<file path="config.mk">
export PLATFORM = sky130hd
export DESIGN_NAME = pwm_stage_control_regs
export DESIGN_NICKNAME = d
export VERILOG_FILES = /design/src/verilog/pwm_stage_pkg.sv /design/src/verilog/pwm_stage_control_regs.sv
export SDC_FILE = /design/constraint.sdc
export NUM_CORES = 1
export LEC_CHECK = 0
export BUFFER_PORTS_ARGS = -buffer_cell sky130_fd_sc_hd__buf_2
export CORE_MARGIN = 2
export CORE_UTILIZATION = 30
export DETAILED_ROUTE_END_ITERATION = 12
export HOLD_SLACK_MARGIN = 0.03
export REMOVE_ABC_BUFFERS = 1
export SLEW_MARGIN = 10
export SYNTH_ARGS = -nofsm -noshare
export SYNTH_HDL_FRONTEND = slang
export SYNTH_SLANG_ARGS = --single-unit
</file>
<file path="constraint.sdc">
create_clock -name mclk -period 7.5 [get_ports mclk]
set_clock_uncertainty 0.05 [all_clocks]
set_input_delay 0.375 -clock mclk [delete_from_list [all_inputs] [get_ports mclk]]
set_output_delay 0.375 -clock mclk [all_outputs]
set_load 0.02 [all_outputs]
</file>
<file path="src/verilog/pwm_stage_pkg.sv">
// constants for the modulator and power stage control registers
// assumes a 40 MHz mclk and a 32-bit APB register port
`default_nettype none
package pwm_stage_pkg;
   // ==========================================================
   // clock and time base
   localparam int unsigned CLK_PERIOD_NS   = 25;
   localparam int unsigned TENTH_MS_NS     = 100000;
   localparam int unsigned TENTH_MS_CYCLES = TENTH_MS_NS / CLK_PERIOD_NS;
   localparam int unsigned TENTHS_PER_MS   = 10;
   // ==========================================================
   // register indices and byte addresses
   localparam int unsigned ADDR_W          = 8;
   localparam logic [7:0]  IDX_START_STOP  = 8'h1a;
   localparam logic [7:0]  IDX_OSC_TRIM    = 8'h1b;
   localparam logic [7:0]  IDX_BACKEND     = 8'h1c;
   localparam logic [7:0]  IDX_INPUT_MUX   = 8'h20;
   localparam logic [7:0]  IDX_OUTPUT_MUX  = 8'h25;
   localparam int unsigned BYTE_SHIFT      = 2;
   // ==========================================================
   // reset values and fixed bits
   localparam logic [4:0]  SS_RESET        = 5'h0f;
   localparam logic [7:0]  TRIM_FIXED      = 8'h80;
   localparam int unsigned TRIM_DONE_BIT   = 6;
   localparam int unsigned TRIM_SEL_BIT    = 1;
   localparam logic [3:0]  BE_RESET        = 4'h2;
   localparam logic [3:0]  BE_MIN_CODE     = 4'h2;
   localparam logic [31:0] IN_FIXED        = 32'h00007772;
   localparam logic [2:0]  SRC_LEFT        = 3'h0;
   localparam logic [2:0]  SRC_RIGHT       = 3'h1;
   localparam logic [2:0]  SRC_ZERO        = 3'h6;
   localparam int unsigned IN_CH1_BD       = 23;
   localparam int unsigned IN_CH1_SRC      = 20;
   localparam int unsigned IN_CH2_BD       = 19;
   localparam int unsigned IN_CH2_SRC      = 16;
   localparam logic [31:0] OUT_FIXED       = 32'h01000000;
   localparam logic [7:0]  OUT_SEL_RESET   = 8'he4;
   localparam int unsigned OUT_POS_A       = 20;
   localparam int unsigned OUT_POS_B       = 16;
   localparam int unsigned OUT_POS_C       = 12;
   localparam int unsigned OUT_POS_D       = 8;
   // ==========================================================
   // period tables, start/stop in tenths of ms, back-end in ms
   function automatic logic [31:0] ss_tenths(input logic [4:0] code);
      logic [31:0] t [0:23];
      t = '{32'd165, 32'd239, 32'd314, 32'd404, 32'd539, 32'd703,
            32'd942, 32'd1257, 32'd1646, 32'd2394, 32'd3142, 32'd4039,
            32'd5386, 32'd7031, 32'd9425, 32'd12566, 32'd17281,
            32'd25136, 32'd32991, 32'd42417, 32'd56556, 32'd73837,
            32'd98973, 32'd131964};
      return (code[4:3] == 2'h0) ? 32'h0 : t[code - 5'h08];
   endfunction
   function automatic logic [31:0] be_ms(input logic [3:0] code);
      logic [31:0] t [0:7];
      t = '{32'd299, 32'd449, 32'd598, 32'd748, 32'd898, 32'd1047,
            32'd1197, 32'd1346};
      return (code > 4'h9) ? 32'd1496 : t[3'(code - BE_MIN_CODE)];
   endfunction
endpackage
`default_nettype wire

</file>
<file path="src/verilog/pwm_stage_control_regs.sv">
// modulator and power stage control registers with their own sequencing
// assumes an APB master on mclk; shutdown, fault, samples on mclk; pins async
//
// Overview of operation
// - soft period starts on shutdown entry/exit or power-down pin change
// - start/stop code 00xxx gives no period, 01000..11111 16.5 to 13196.4 ms
// - start/stop code resets to 01111, 125.7 ms
// - internal oscillator measures serial clock rate with no external reference
// - writing 0x00 to trim register enables the factory trim
// - trim bit D6 is read-only, 0 until trim finishes, then 1
// - trim bit D1 resets to 1; writing 0 selects factory trim
// - back-end fault resets power stage and stops all switching at once
// - after a fault, wait the programmed period then restart power stage
// - back-end code 0010 is 299 ms default, steps to 1346, then 1496 ms
// - back-end register takes one non-reserved write after each reset
// - D23 and D19 choose two-level (0) or three-level (1) modulation
// - channel 1 source D22..D20: left 000 default, right 001, zero 110
// - channel 2 source D18..D16: left 000, right 001 default, zero 110
// - output mux routes any internal channel to any of four pins
// - select 0 channel 1, 1 channel 2, 2 and 3 second instances
//
// Decided for this implementation: the APB register port.
`default_nettype none
module pwm_stage_control_regs
   import pwm_stage_pkg::*;
#(
   parameter int unsigned SAMPLE_W           = 24,
   parameter int unsigned CYCLES_PER_TENTH   = TENTH_MS_CYCLES,
   parameter int unsigned TRIM_CYCLES        = 256,
   parameter int unsigned RATE_WINDOW        = 4000
) (
   input  wire logic                          mclk,
   input  wire logic                          resetn,
   input  wire logic                          psel,
   input  wire logic                          penable,
   input  wire logic                          pwrite,
   input  wire logic [pwm_stage_pkg::ADDR_W-1:0] paddr,
   input  wire logic [31:0]                   pwdata,
   output logic      [31:0]                   prdata,
   output logic                               pready,
   output logic                               pslverr,
   input  wire logic                          all_channel_shutdown,
   input  wire logic                          power_down_pin,
   input  wire logic                          serial_clock,
   input  wire logic [SAMPLE_W-1:0]           serial_input_left,
   input  wire logic [SAMPLE_W-1:0]           serial_input_right,
   output logic      [SAMPLE_W-1:0]           ch1_sample,
   output logic      [SAMPLE_W-1:0]           ch2_sample,
   output logic                               ch1_three_level,
   output logic                               ch2_three_level,
   input  wire logic [3:0]                    pwm_channel,
   output logic      [3:0]                    pwm_pin,
   input  wire logic                          backend_fault,
   output logic                               power_stage_reset,
   output logic                               soft_ramp_active,
   output logic                               trim_done,
   output logic      [15:0]                   rate_count
);
   import pwm_stage_pkg::*;

   // ==========================================================
   // state
   typedef enum logic [1:0] {TR_IDLE, TR_RUN, TR_DONE} trim_e;
   typedef enum logic {BE_RUN, BE_HOLD} backend_e;
   typedef struct packed {
      logic [4:0]          ss_code;
      logic                trim_off;
      trim_e               trim_st;
      logic [15:0]         trim_cnt;
      logic [3:0]          be_code;
      logic                be_locked;
      backend_e            be_st;
      logic [31:0]         be_cnt;
      logic                ch1_bd;
      logic [2:0]          ch1_src;
      logic                ch2_bd;
      logic [2:0]          ch2_src;
      logic [3:0][1:0]     out_sel;
      logic [31:0]         ramp_cnt;
      logic                ramp_on;
      logic [2:0]          pdn_sync;
      logic                pdn_level;
      logic                shut_d;
      logic [2:0]          sclk_sync;
      logic                sclk_level;
      logic [15:0]         rate_win;
      logic [15:0]         rate_edges;
      logic [15:0]         rate_q;
      logic [31:0]         rdata;
      logic                rerr;
      logic [3:0]          pins;
      logic [SAMPLE_W-1:0] s1;
      logic [SAMPLE_W-1:0] s2;
   } state_s;

   state_s s;
   state_s next_s;

   // ==========================================================
   // helpers
   function automatic logic [ADDR_W-1:0] byte_addr(input logic [7:0] idx);
      return ADDR_W'(idx << BYTE_SHIFT);
   endfunction

   function automatic logic src_ok(input logic [2:0] c);
      return (c == SRC_LEFT) || (c == SRC_RIGHT) || (c == SRC_ZERO);
   endfunction

   function automatic logic [SAMPLE_W-1:0] route(input logic [2:0] c);
      unique case (c)
         SRC_LEFT:  return serial_input_left;
         SRC_RIGHT: return serial_input_right;
         default:   return '0;
      endcase
   endfunction

   logic        setup;
   logic        wr;
   logic        ss_event;
   logic        pdn_change;
   logic        sclk_rise;
   logic        be_wr_ok;
   logic [31:0] rd_word;
   logic        rd_hit;

   assign setup = psel && !penable;
   assign wr    = psel && penable && pwrite;

   // ==========================================================
   // read decode
   always_comb begin
      rd_word = '0;
      rd_hit  = 1'b1;
      if (paddr == byte_addr(IDX_START_STOP)) begin
         rd_word = 32'(s.ss_code);
      end else if (paddr == byte_addr(IDX_OSC_TRIM)) begin
         rd_word = 32'(TRIM_FIXED);
         rd_word[TRIM_DONE_BIT] = (s.trim_st == TR_DONE);
         rd_word[TRIM_SEL_BIT]  = s.trim_off;
      end else if (paddr == byte_addr(IDX_BACKEND)) begin
         rd_word = 32'(s.be_code);
      end else if (paddr == byte_addr(IDX_INPUT_MUX)) begin
         rd_word = IN_FIXED;
         rd_word[IN_CH1_BD] = s.ch1_bd;
         rd_word[IN_CH1_SRC +: 3] = s.ch1_src;
         rd_word[IN_CH2_BD] = s.ch2_bd;
         rd_word[IN_CH2_SRC +: 3] = s.ch2_src;
      end else if (paddr == byte_addr(IDX_OUTPUT_MUX)) begin
         rd_word = OUT_FIXED;
         rd_word[OUT_POS_A +: 2] = s.out_sel[0];
         rd_word[OUT_POS_B +: 2] = s.out_sel[1];
         rd_word[OUT_POS_C +: 2] = s.out_sel[2];
         rd_word[OUT_POS_D +: 2] = s.out_sel[3];
      end else begin
         rd_hit = 1'b0;
      end
   end

   // non-reserved value and not yet written since reset
   assign be_wr_ok = !s.be_locked && (pwdata[7:4] == 4'h0)
                     && (pwdata[3:0] >= BE_MIN_CODE);

   assign pdn_change = (s.pdn_sync[1] == s.pdn_sync[2])
                       && (s.pdn_sync[2] != s.pdn_level);
   assign sclk_rise  = (s.sclk_sync[1] == s.sclk_sync[2])
                       && s.sclk_sync[2] && !s.sclk_level;
   assign ss_event   = pdn_change
                       || (all_channel_shutdown != s.shut_d);

   // ==========================================================
   // next state
   always_comb begin
      next_s = s;
      // apb read data captured in the setup phase
      if (setup) begin
         next_s.rdata = rd_word;
         next_s.rerr  = !rd_hit || (paddr[BYTE_SHIFT-1:0] != '0);
      end
      // register writes at the access phase
      if (wr && rd_hit) begin
         if (paddr == byte_addr(IDX_START_STOP)) begin
            next_s.ss_code = pwdata[4:0];
         end
         if (paddr == byte_addr(IDX_OSC_TRIM)) begin
            next_s.trim_off = pwdata[TRIM_SEL_BIT];
            if (!pwdata[TRIM_SEL_BIT]) begin
               next_s.trim_st  = TR_RUN;
               next_s.trim_cnt = 16'(TRIM_CYCLES - 1);
            end else begin
               next_s.trim_st  = TR_IDLE;
            end
         end
         if (paddr == byte_addr(IDX_BACKEND) && be_wr_ok) begin
            next_s.be_code   = pwdata[3:0];
            next_s.be_locked = 1'b1;
         end
         if (paddr == byte_addr(IDX_INPUT_MUX)) begin
            next_s.ch1_bd = pwdata[IN_CH1_BD];
            next_s.ch2_bd = pwdata[IN_CH2_BD];
            if (src_ok(pwdata[IN_CH1_SRC +: 3])) begin
               next_s.ch1_src = pwdata[IN_CH1_SRC +: 3];
            end
            if (src_ok(pwdata[IN_CH2_SRC +: 3])) begin
               next_s.ch2_src = pwdata[IN_CH2_SRC +: 3];
            end
         end
         if (paddr == byte_addr(IDX_OUTPUT_MUX)) begin
            next_s.out_sel[0] = pwdata[OUT_POS_A +: 2];
            next_s.out_sel[1] = pwdata[OUT_POS_B +: 2];
            next_s.out_sel[2] = pwdata[OUT_POS_C +: 2];
            next_s.out_sel[3] = pwdata[OUT_POS_D +: 2];
         end
      end
      // oscillator trim sequence
      // completion wins over a disabling write, only a restart pre-empts it
      if (s.trim_st == TR_RUN && !(wr && paddr == byte_addr(IDX_OSC_TRIM)
          && !pwdata[TRIM_SEL_BIT])) begin
         if (s.trim_cnt == '0) begin
            next_s.trim_st = TR_DONE;
         end else begin
            next_s.trim_cnt = s.trim_cnt - 16'h1;
         end
      end
      // power-down pin and serial clock filters
      next_s.pdn_sync  = {s.pdn_sync[1:0], power_down_pin};
      next_s.sclk_sync = {s.sclk_sync[1:0], serial_clock};
      if (s.pdn_sync[1] == s.pdn_sync[2]) begin
         next_s.pdn_level = s.pdn_sync[2];
      end
      if (s.sclk_sync[1] == s.sclk_sync[2]) begin
         next_s.sclk_level = s.sclk_sync[2];
      end
      next_s.shut_d = all_channel_shutdown;
      // soft start/stop period
      if (ss_event) begin
         next_s.ramp_on  = (s.ss_code[4:3] != 2'h0);
         next_s.ramp_cnt = 32'(ss_tenths(s.ss_code) * CYCLES_PER_TENTH);
      end else if (s.ramp_on) begin
         next_s.ramp_cnt = s.ramp_cnt - 32'h1;
         if (s.ramp_cnt <= 32'h1) begin
            next_s.ramp_on = 1'b0;
         end
      end
      // rate measurement, only meaningful once trimmed
      if (s.trim_st == TR_DONE) begin
         if (s.rate_win == '0) begin
            next_s.rate_q     = s.rate_edges;
            next_s.rate_edges = 16'(sclk_rise);
            next_s.rate_win   = 16'(RATE_WINDOW - 1);
         end else begin
            next_s.rate_win   = s.rate_win - 16'h1;
            next_s.rate_edges = s.rate_edges + 16'(sclk_rise);
         end
      end else begin
         next_s.rate_win   = 16'(RATE_WINDOW - 1);
         next_s.rate_edges = '0;
      end
      // back-end fault recovery
      unique case (s.be_st)
         BE_RUN: begin
            if (backend_fault) begin
               next_s.be_st  = BE_HOLD;
               next_s.be_cnt = 32'(be_ms(s.be_code) * TENTHS_PER_MS
                                   * CYCLES_PER_TENTH);
            end
         end
         BE_HOLD: begin
            if (backend_fault) begin
               next_s.be_cnt = 32'(be_ms(s.be_code) * TENTHS_PER_MS
                                   * CYCLES_PER_TENTH);
            end else if (s.be_cnt <= 32'h1) begin
               next_s.be_st = BE_RUN;
            end else begin
               next_s.be_cnt = s.be_cnt - 32'h1;
            end
         end
      endcase
      // output pin mux, switching stopped while the stage is held
      for (int i = 0; i < 4; i++) begin
         next_s.pins[i] = pwm_channel[s.out_sel[i]];
      end
      if (backend_fault || next_s.be_st == BE_HOLD) begin
         next_s.pins = '0;
      end
      // input routing to internal channels
      next_s.s1 = route(s.ch1_src);
      next_s.s2 = route(s.ch2_src);
   end

   // ==========================================================
   // registers
   always_ff @(posedge mclk or negedge resetn) begin
      if (!resetn) begin
         s            <= '0;
         s.ss_code    <= SS_RESET;
         s.trim_off   <= 1'b1;
         s.trim_st    <= TR_IDLE;
         s.be_code    <= BE_RESET;
         s.be_st      <= BE_RUN;
         s.ch1_src    <= SRC_LEFT;
         s.ch2_src    <= SRC_RIGHT;
         s.out_sel    <= OUT_SEL_RESET;
      end else begin
         s <= next_s;
      end
   end

   // ==========================================================
   // outputs
   assign pready            = psel && penable;
   assign prdata            = s.rdata;
   assign pslverr           = pready && s.rerr;
   assign ch1_sample        = s.s1;
   assign ch2_sample        = s.s2;
   assign ch1_three_level   = s.ch1_bd;
   assign ch2_three_level   = s.ch2_bd;
   assign pwm_pin           = s.pins;
   assign power_stage_reset = (s.be_st == BE_HOLD);
   assign soft_ramp_active  = s.ramp_on;
   assign trim_done         = (s.trim_st == TR_DONE);
   assign rate_count        = s.rate_q;

   // ==========================================================
   // checks
   AST_RAMP_START: assert property (@(posedge mclk) disable iff (!resetn)
      ss_event && s.ss_code[4:3] != 2'h0 |=> soft_ramp_active)
      else $error("soft period did not start");
   AST_RAMP_CAUSE: assert property (@(posedge mclk) disable iff (!resetn)
      $rose(soft_ramp_active) |-> $past(ss_event)
      && $past(s.ss_code[4:3]) != 2'h0)
      else $error("soft period started without cause");
   AST_RESET_CODE: assert property (@(posedge mclk)
      $rose(resetn) |-> s.ss_code == SS_RESET && s.trim_off)
      else $error("wrong reset values");
   AST_TRIM_START: assert property (@(posedge mclk) disable iff (!resetn)
      wr && paddr == byte_addr(IDX_OSC_TRIM) && pwdata == 32'h0
      |=> s.trim_st == TR_RUN ##1 !trim_done)
      else $error("trim write did not start trim");
   AST_TRIM_DONE: assert property (@(posedge mclk) disable iff (!resetn)
      s.trim_st == TR_RUN && s.trim_cnt == '0
      && !(wr && paddr == byte_addr(IDX_OSC_TRIM))
      |=> trim_done)
      else $error("trim done flag not set");
   AST_FAULT_STOP: assert property (@(posedge mclk) disable iff (!resetn)
      backend_fault |=> pwm_pin == 4'h0 && power_stage_reset)
      else $error("switching not stopped on fault");
   AST_RESTART: assert property (@(posedge mclk) disable iff (!resetn)
      s.be_st == BE_HOLD && s.be_cnt == 32'h1 && !backend_fault
      |=> !power_stage_reset)
      else $error("power stage not restarted");
   AST_WRITE_ONCE: assert property (@(posedge mclk) disable iff (!resetn)
      s.be_locked && wr && paddr == byte_addr(IDX_BACKEND)
      |=> $stable(s.be_code))
      else $error("back-end register written twice");
   AST_SRC_RESERVED: assert property (@(posedge mclk) disable iff (!resetn)
      wr && paddr == byte_addr(IDX_INPUT_MUX)
      && !src_ok(pwdata[IN_CH1_SRC +: 3]) |=> $stable(s.ch1_src))
      else $error("reserved source code accepted");
   AST_OUT_ROUTE: assert property (@(posedge mclk) disable iff (!resetn)
      s.be_st == BE_RUN && !backend_fault && !$past(backend_fault)
      ##1 s.be_st == BE_RUN
      |-> pwm_pin[1] == $past(pwm_channel[s.out_sel[1]]))
      else $error("output pin not routed");
endmodule
`default_nettype wire

</file>
==> results by group <==
Pwr
  – LEAKAGE: 10.2 nW
  – Cell Pwr Density: 251 nW/um^2
  – Maximum vdd drop: 0.000192 V
  – Post-layout total power: 5.42 mW

Critical path
  – Type of origin of the critical path: flip-flop
  – Delay of the slowest critical-path stage: 0.56 ns
  – Kind of end point of the critical path: flip-flop
  – Top fanout value on the critical path: 13
  – Path type of the worst setup path: flip-flop to flip-flop
  – Critical path required time: between 7 and 8 ns
  – Cell count of the worst reg-to-reg path: 28
  – Reg-to-reg setup timing slack: roughly 0.39 ns
  – Worst flop-to-flop path endpoint: s[216]
  – Data arrival time of the worst path: 7.49 ns
  – CP max stage cell: sky130_fd_sc_hd__fa_1
  – Origin of the critical flop-to-flop path: s[226]
  – Worst Setup EP: s[216]
  – Worst Setup SP: s[226]

Routing
  – DRT Wirelength: 43.5 mm
  – Detailed-route via count: 14.1k
  – Number of antenna-violating nets in the routed design: 0
  – Avg Vias per Cell: 4.87
  – DRC: 0
  – WL per Instance: 15.1 um
  – DR pass1 iterations: 5
  – Drt initial violations: 804

Logic synthesis
  – Synthesized instance count: 1876
  – Share of Yosys cell area claimed by the top area cell type: 31.7%
  – Flip-flop and latch count after synthesis: 242
  – Top-count cell post-synth: sky130_fd_sc_hd__dfrtp_1
  – Total number of yosys warnings: 0
  – Prevailing post-synth register cell: sky130_fd_sc_hd__dfrtp_1
  – Cells taking the most area after synthesis: sky130_fd_sc_hd__dfrtp_1 32%, sky130_fd_sc_hd__fa_1 11%, sky130_fd_sc_hd__ha_1 9.9%
  – Post-Syn Area per Cell: 9.72 um^2
  – Number of distinct standard cells referenced by the synthesized netlist: 78
  – Part of the Yosys area used for sequential elements: between 30% and 40%
  – Post-synth top area cell: sky130_fd_sc_hd__dfrtp_1
  – Share of synthesized flip-flops with an asynchronous set or reset: 100%
  – Top cell types by occurrence after synthesis: 231 x sky130_fd_sc_hd__dfrtp_1, 174 x sky130_fd_sc_hd__nor2_1, 161 x sky130_fd_sc_hd__nand2_1
  – Count of flip-flops with a built-in enable after synthesis: 0
  – Netlist Area Pre-Place: 18200 um^2

Layout
  – Final instance area: 21600 um^2
  – Utilization after layout: between 30% and 40%
  – Final layout net count: 2429
  – Ratio of cells with drive above 1 in the final layout: 17.6%
  – Combined flip-flop and latch cell area: approximately 6100 um^2
  – Area added between synthesis and finish: 18.5%
  – Area used by multi-input combinational logic: 10900 um^2
  – Fillcell total: 6021

Floorplan
  – Width of the chip: 251 um
  – Core Box Area: 60200 um^2
  – # IOs: 208
  – Die area: 62800 um^2
  – Initial cell density of the core: 30.3%
  – Chip height: 251 um
  – Site row count: 90

CTS
  – Largest buffer count on any clock path: 3
  – Root Buffer: sky130_fd_sc_hd__clkbuf_16
  – Clock tree from TritonCTS: yes
  – CTS clk-pin slew, worst paths: roughly 0.07 ns
  – Clock Latency Late Sink: 0.58 ns
  – Number of buffers inserted during clock tree synthesis: 29
  – Clock net sink count: 242
  – Htree depth: 1

Worst hold path
  – Worst hold path startpoint: paddr[0]
  – Path class of the lowest-slack min-delay path: input port to flip-flop
  – Number of instances on the worst hold path: 4

Timing
  – Final setup violation count: 0
  – Max-Slew Margin vs Limit: 26.1%
  – Final critical path time including I/O delays and setup: 7.11 ns
  – Share of the clock period used by the worst path: 94.8%
  – Final slew viol count: 0
  – Final hold viol count: 0
  – Transition time at the pin with the least slew margin: roughly 1.1 ns
  – Highest clock rate: 0.141 GHz

GRT
  – Global-route wire length before repair: 71.9 mm
  – Number of global-route vias before repair: 14.2k
  – Global Route Usage Sum: 13.8%
  – Remaining global-route overflow: 0
  – Largest net degree at the start of global routing: 123
  – Initial antenna violation count: 3

Outcome
  – Status: completed

Placed design
  – Routability Congestion: around 0.85
  – HPWL after detailed placement: 32.4 mm
  – I/O Buffers: 186
  – Post-place instance area: 19600 um^2

Run
  – Max-Cap Viols: 0
metal layers:
layer	up-vias	track usage (%)	wire, um
met4	2	3.93	1050
li1	6849	-	-
met3	65	2.21	2090
met5	-	0	13
met1	6859	19.4	20800
met2	299	21.8	19600
placed cells by master, fill, tap and decap left out, types with 12 or more instances in the layout:
master / count
sky130_fd_sc_hd__a21oi_1: 95
sky130_fd_sc_hd__or4_1: 16
sky130_fd_sc_hd__nand3_1: 33
sky130_fd_sc_hd__o21ai_0: 88
sky130_fd_sc_hd__clkbuf_16: 29
sky130_fd_sc_hd__nand2b_1: 18
sky130_fd_sc_hd__a22o_1: 52
sky130_fd_sc_hd__xnor2_1: 82
sky130_fd_sc_hd__buf_2: 185
sky130_fd_sc_hd__mux2_2: 32
sky130_fd_sc_hd__nor2_1: 174
sky130_fd_sc_hd__ha_1: 143
sky130_fd_sc_hd__inv_1: 113
sky130_fd_sc_hd__xor2_1: 58
sky130_fd_sc_hd__nand2_1: 161
sky130_fd_sc_hd__a211oi_1: 17
sky130_fd_sc_hd__nor4_1: 26
sky130_fd_sc_hd__nor3_1: 33
sky130_fd_sc_hd__a21o_1: 22
sky130_fd_sc_hd__or3_1: 13
sky130_fd_sc_hd__dlygate4sd3_1: 95
sky130_fd_sc_hd__dfrtp_1: 231
sky130_fd_sc_hd__buf_4: 48
sky130_fd_sc_hd__fa_1: 99
sky130_fd_sc_hd__nand4_1: 12
cells by family after synthesis:
group,Yosys count,synth area share (%)
AO/OA/AOI/OAI,371,13.2
XOR/XNOR,142,6.82
adder cells (fa/ha/maj),246,20.9
buffers and inverters,275,7.78
flip-flops,242,33.3
multiplexers,46,3.16
other,1,0.0206
AND/OR/NAND/NOR,553,14.8
worst max-delay path: cells and delay by family (launching register included):
kind,cells,cell delay (ns)
adder cells (fa/ha/maj),8,3.05
AO/OA/AOI/OAI,8,1.64
buffers and inverters,6,0.65
AND/OR/NAND/NOR,4,0.63
flip-flops,1,0.53
XOR/XNOR,2,0.41
where the power goes:
part	switching [mW]	total (mW)	leakage, nW	internal, mW
clock network	0.566	1.43	0.486	0.866
registers	0.151	1.62	3.03	1.47
logic	1.35	2.37	6.69	1.03
total	2.06	5.42	10.2	3.36
metrics by stage:
step                cells  hold WS [ns]  setup WS [ns]  TNS (ns)
floorplan            1724        0.0294         -0.623     -2.07
global placement     2738         0.283          0.185         0
detailed placement   2738         0.287          0.118         0
CTS                  2887         0.157         0.0811         0
global route         2891         0.251        -0.0243   -0.0243
finish               2891         0.191          0.387         0
timing repair:
item | 4_1_cts | 5_1_grt
hold endpoints to repair | 184 | 0
setup endpoints to repair | 0 | 7
buffers inserted | 0 | 3
gates resized for setup | 0 | 16
hold buffers | 95 | 0
worst min path at each step:
stage | end | slack (ns)
2_1_floorplan | ch1_sample[0] | 0.03
3_3_place_gp | next_s[141] | 0.28
3_5_place_dp | next_s[141] | 0.29
4_1_cts | s[52] | 0.16
5_1_grt | pwm_pin[1] | 0.25
6_report | s[52] | 0.19
area by class of cell:
cell class | instances | area share, %
multi-input combinational | 1367 | 50.3
sequential | 242 | 28.1
timing repair buffer | 330 | 10.5
tap | 782 | 4.53
clock buffer | 44 | 4.04
inverter | 115 | 2.00
clock inverter | 10 | 0.510
antenna | 1 | 0.0116
sequential cells by signal, summed over array words and instances (netlist names):
signal,flops
soft_ramp_active,1
s,145
power_stage_reset,1
next_s,4
ch2_three_level,1
pwm_pin,4
rate_count,16
ch1_sample,24
ch1_three_level,1
prdata,21
ch2_sample,24
Note: power is estimated with default switching activity, not from simulation.
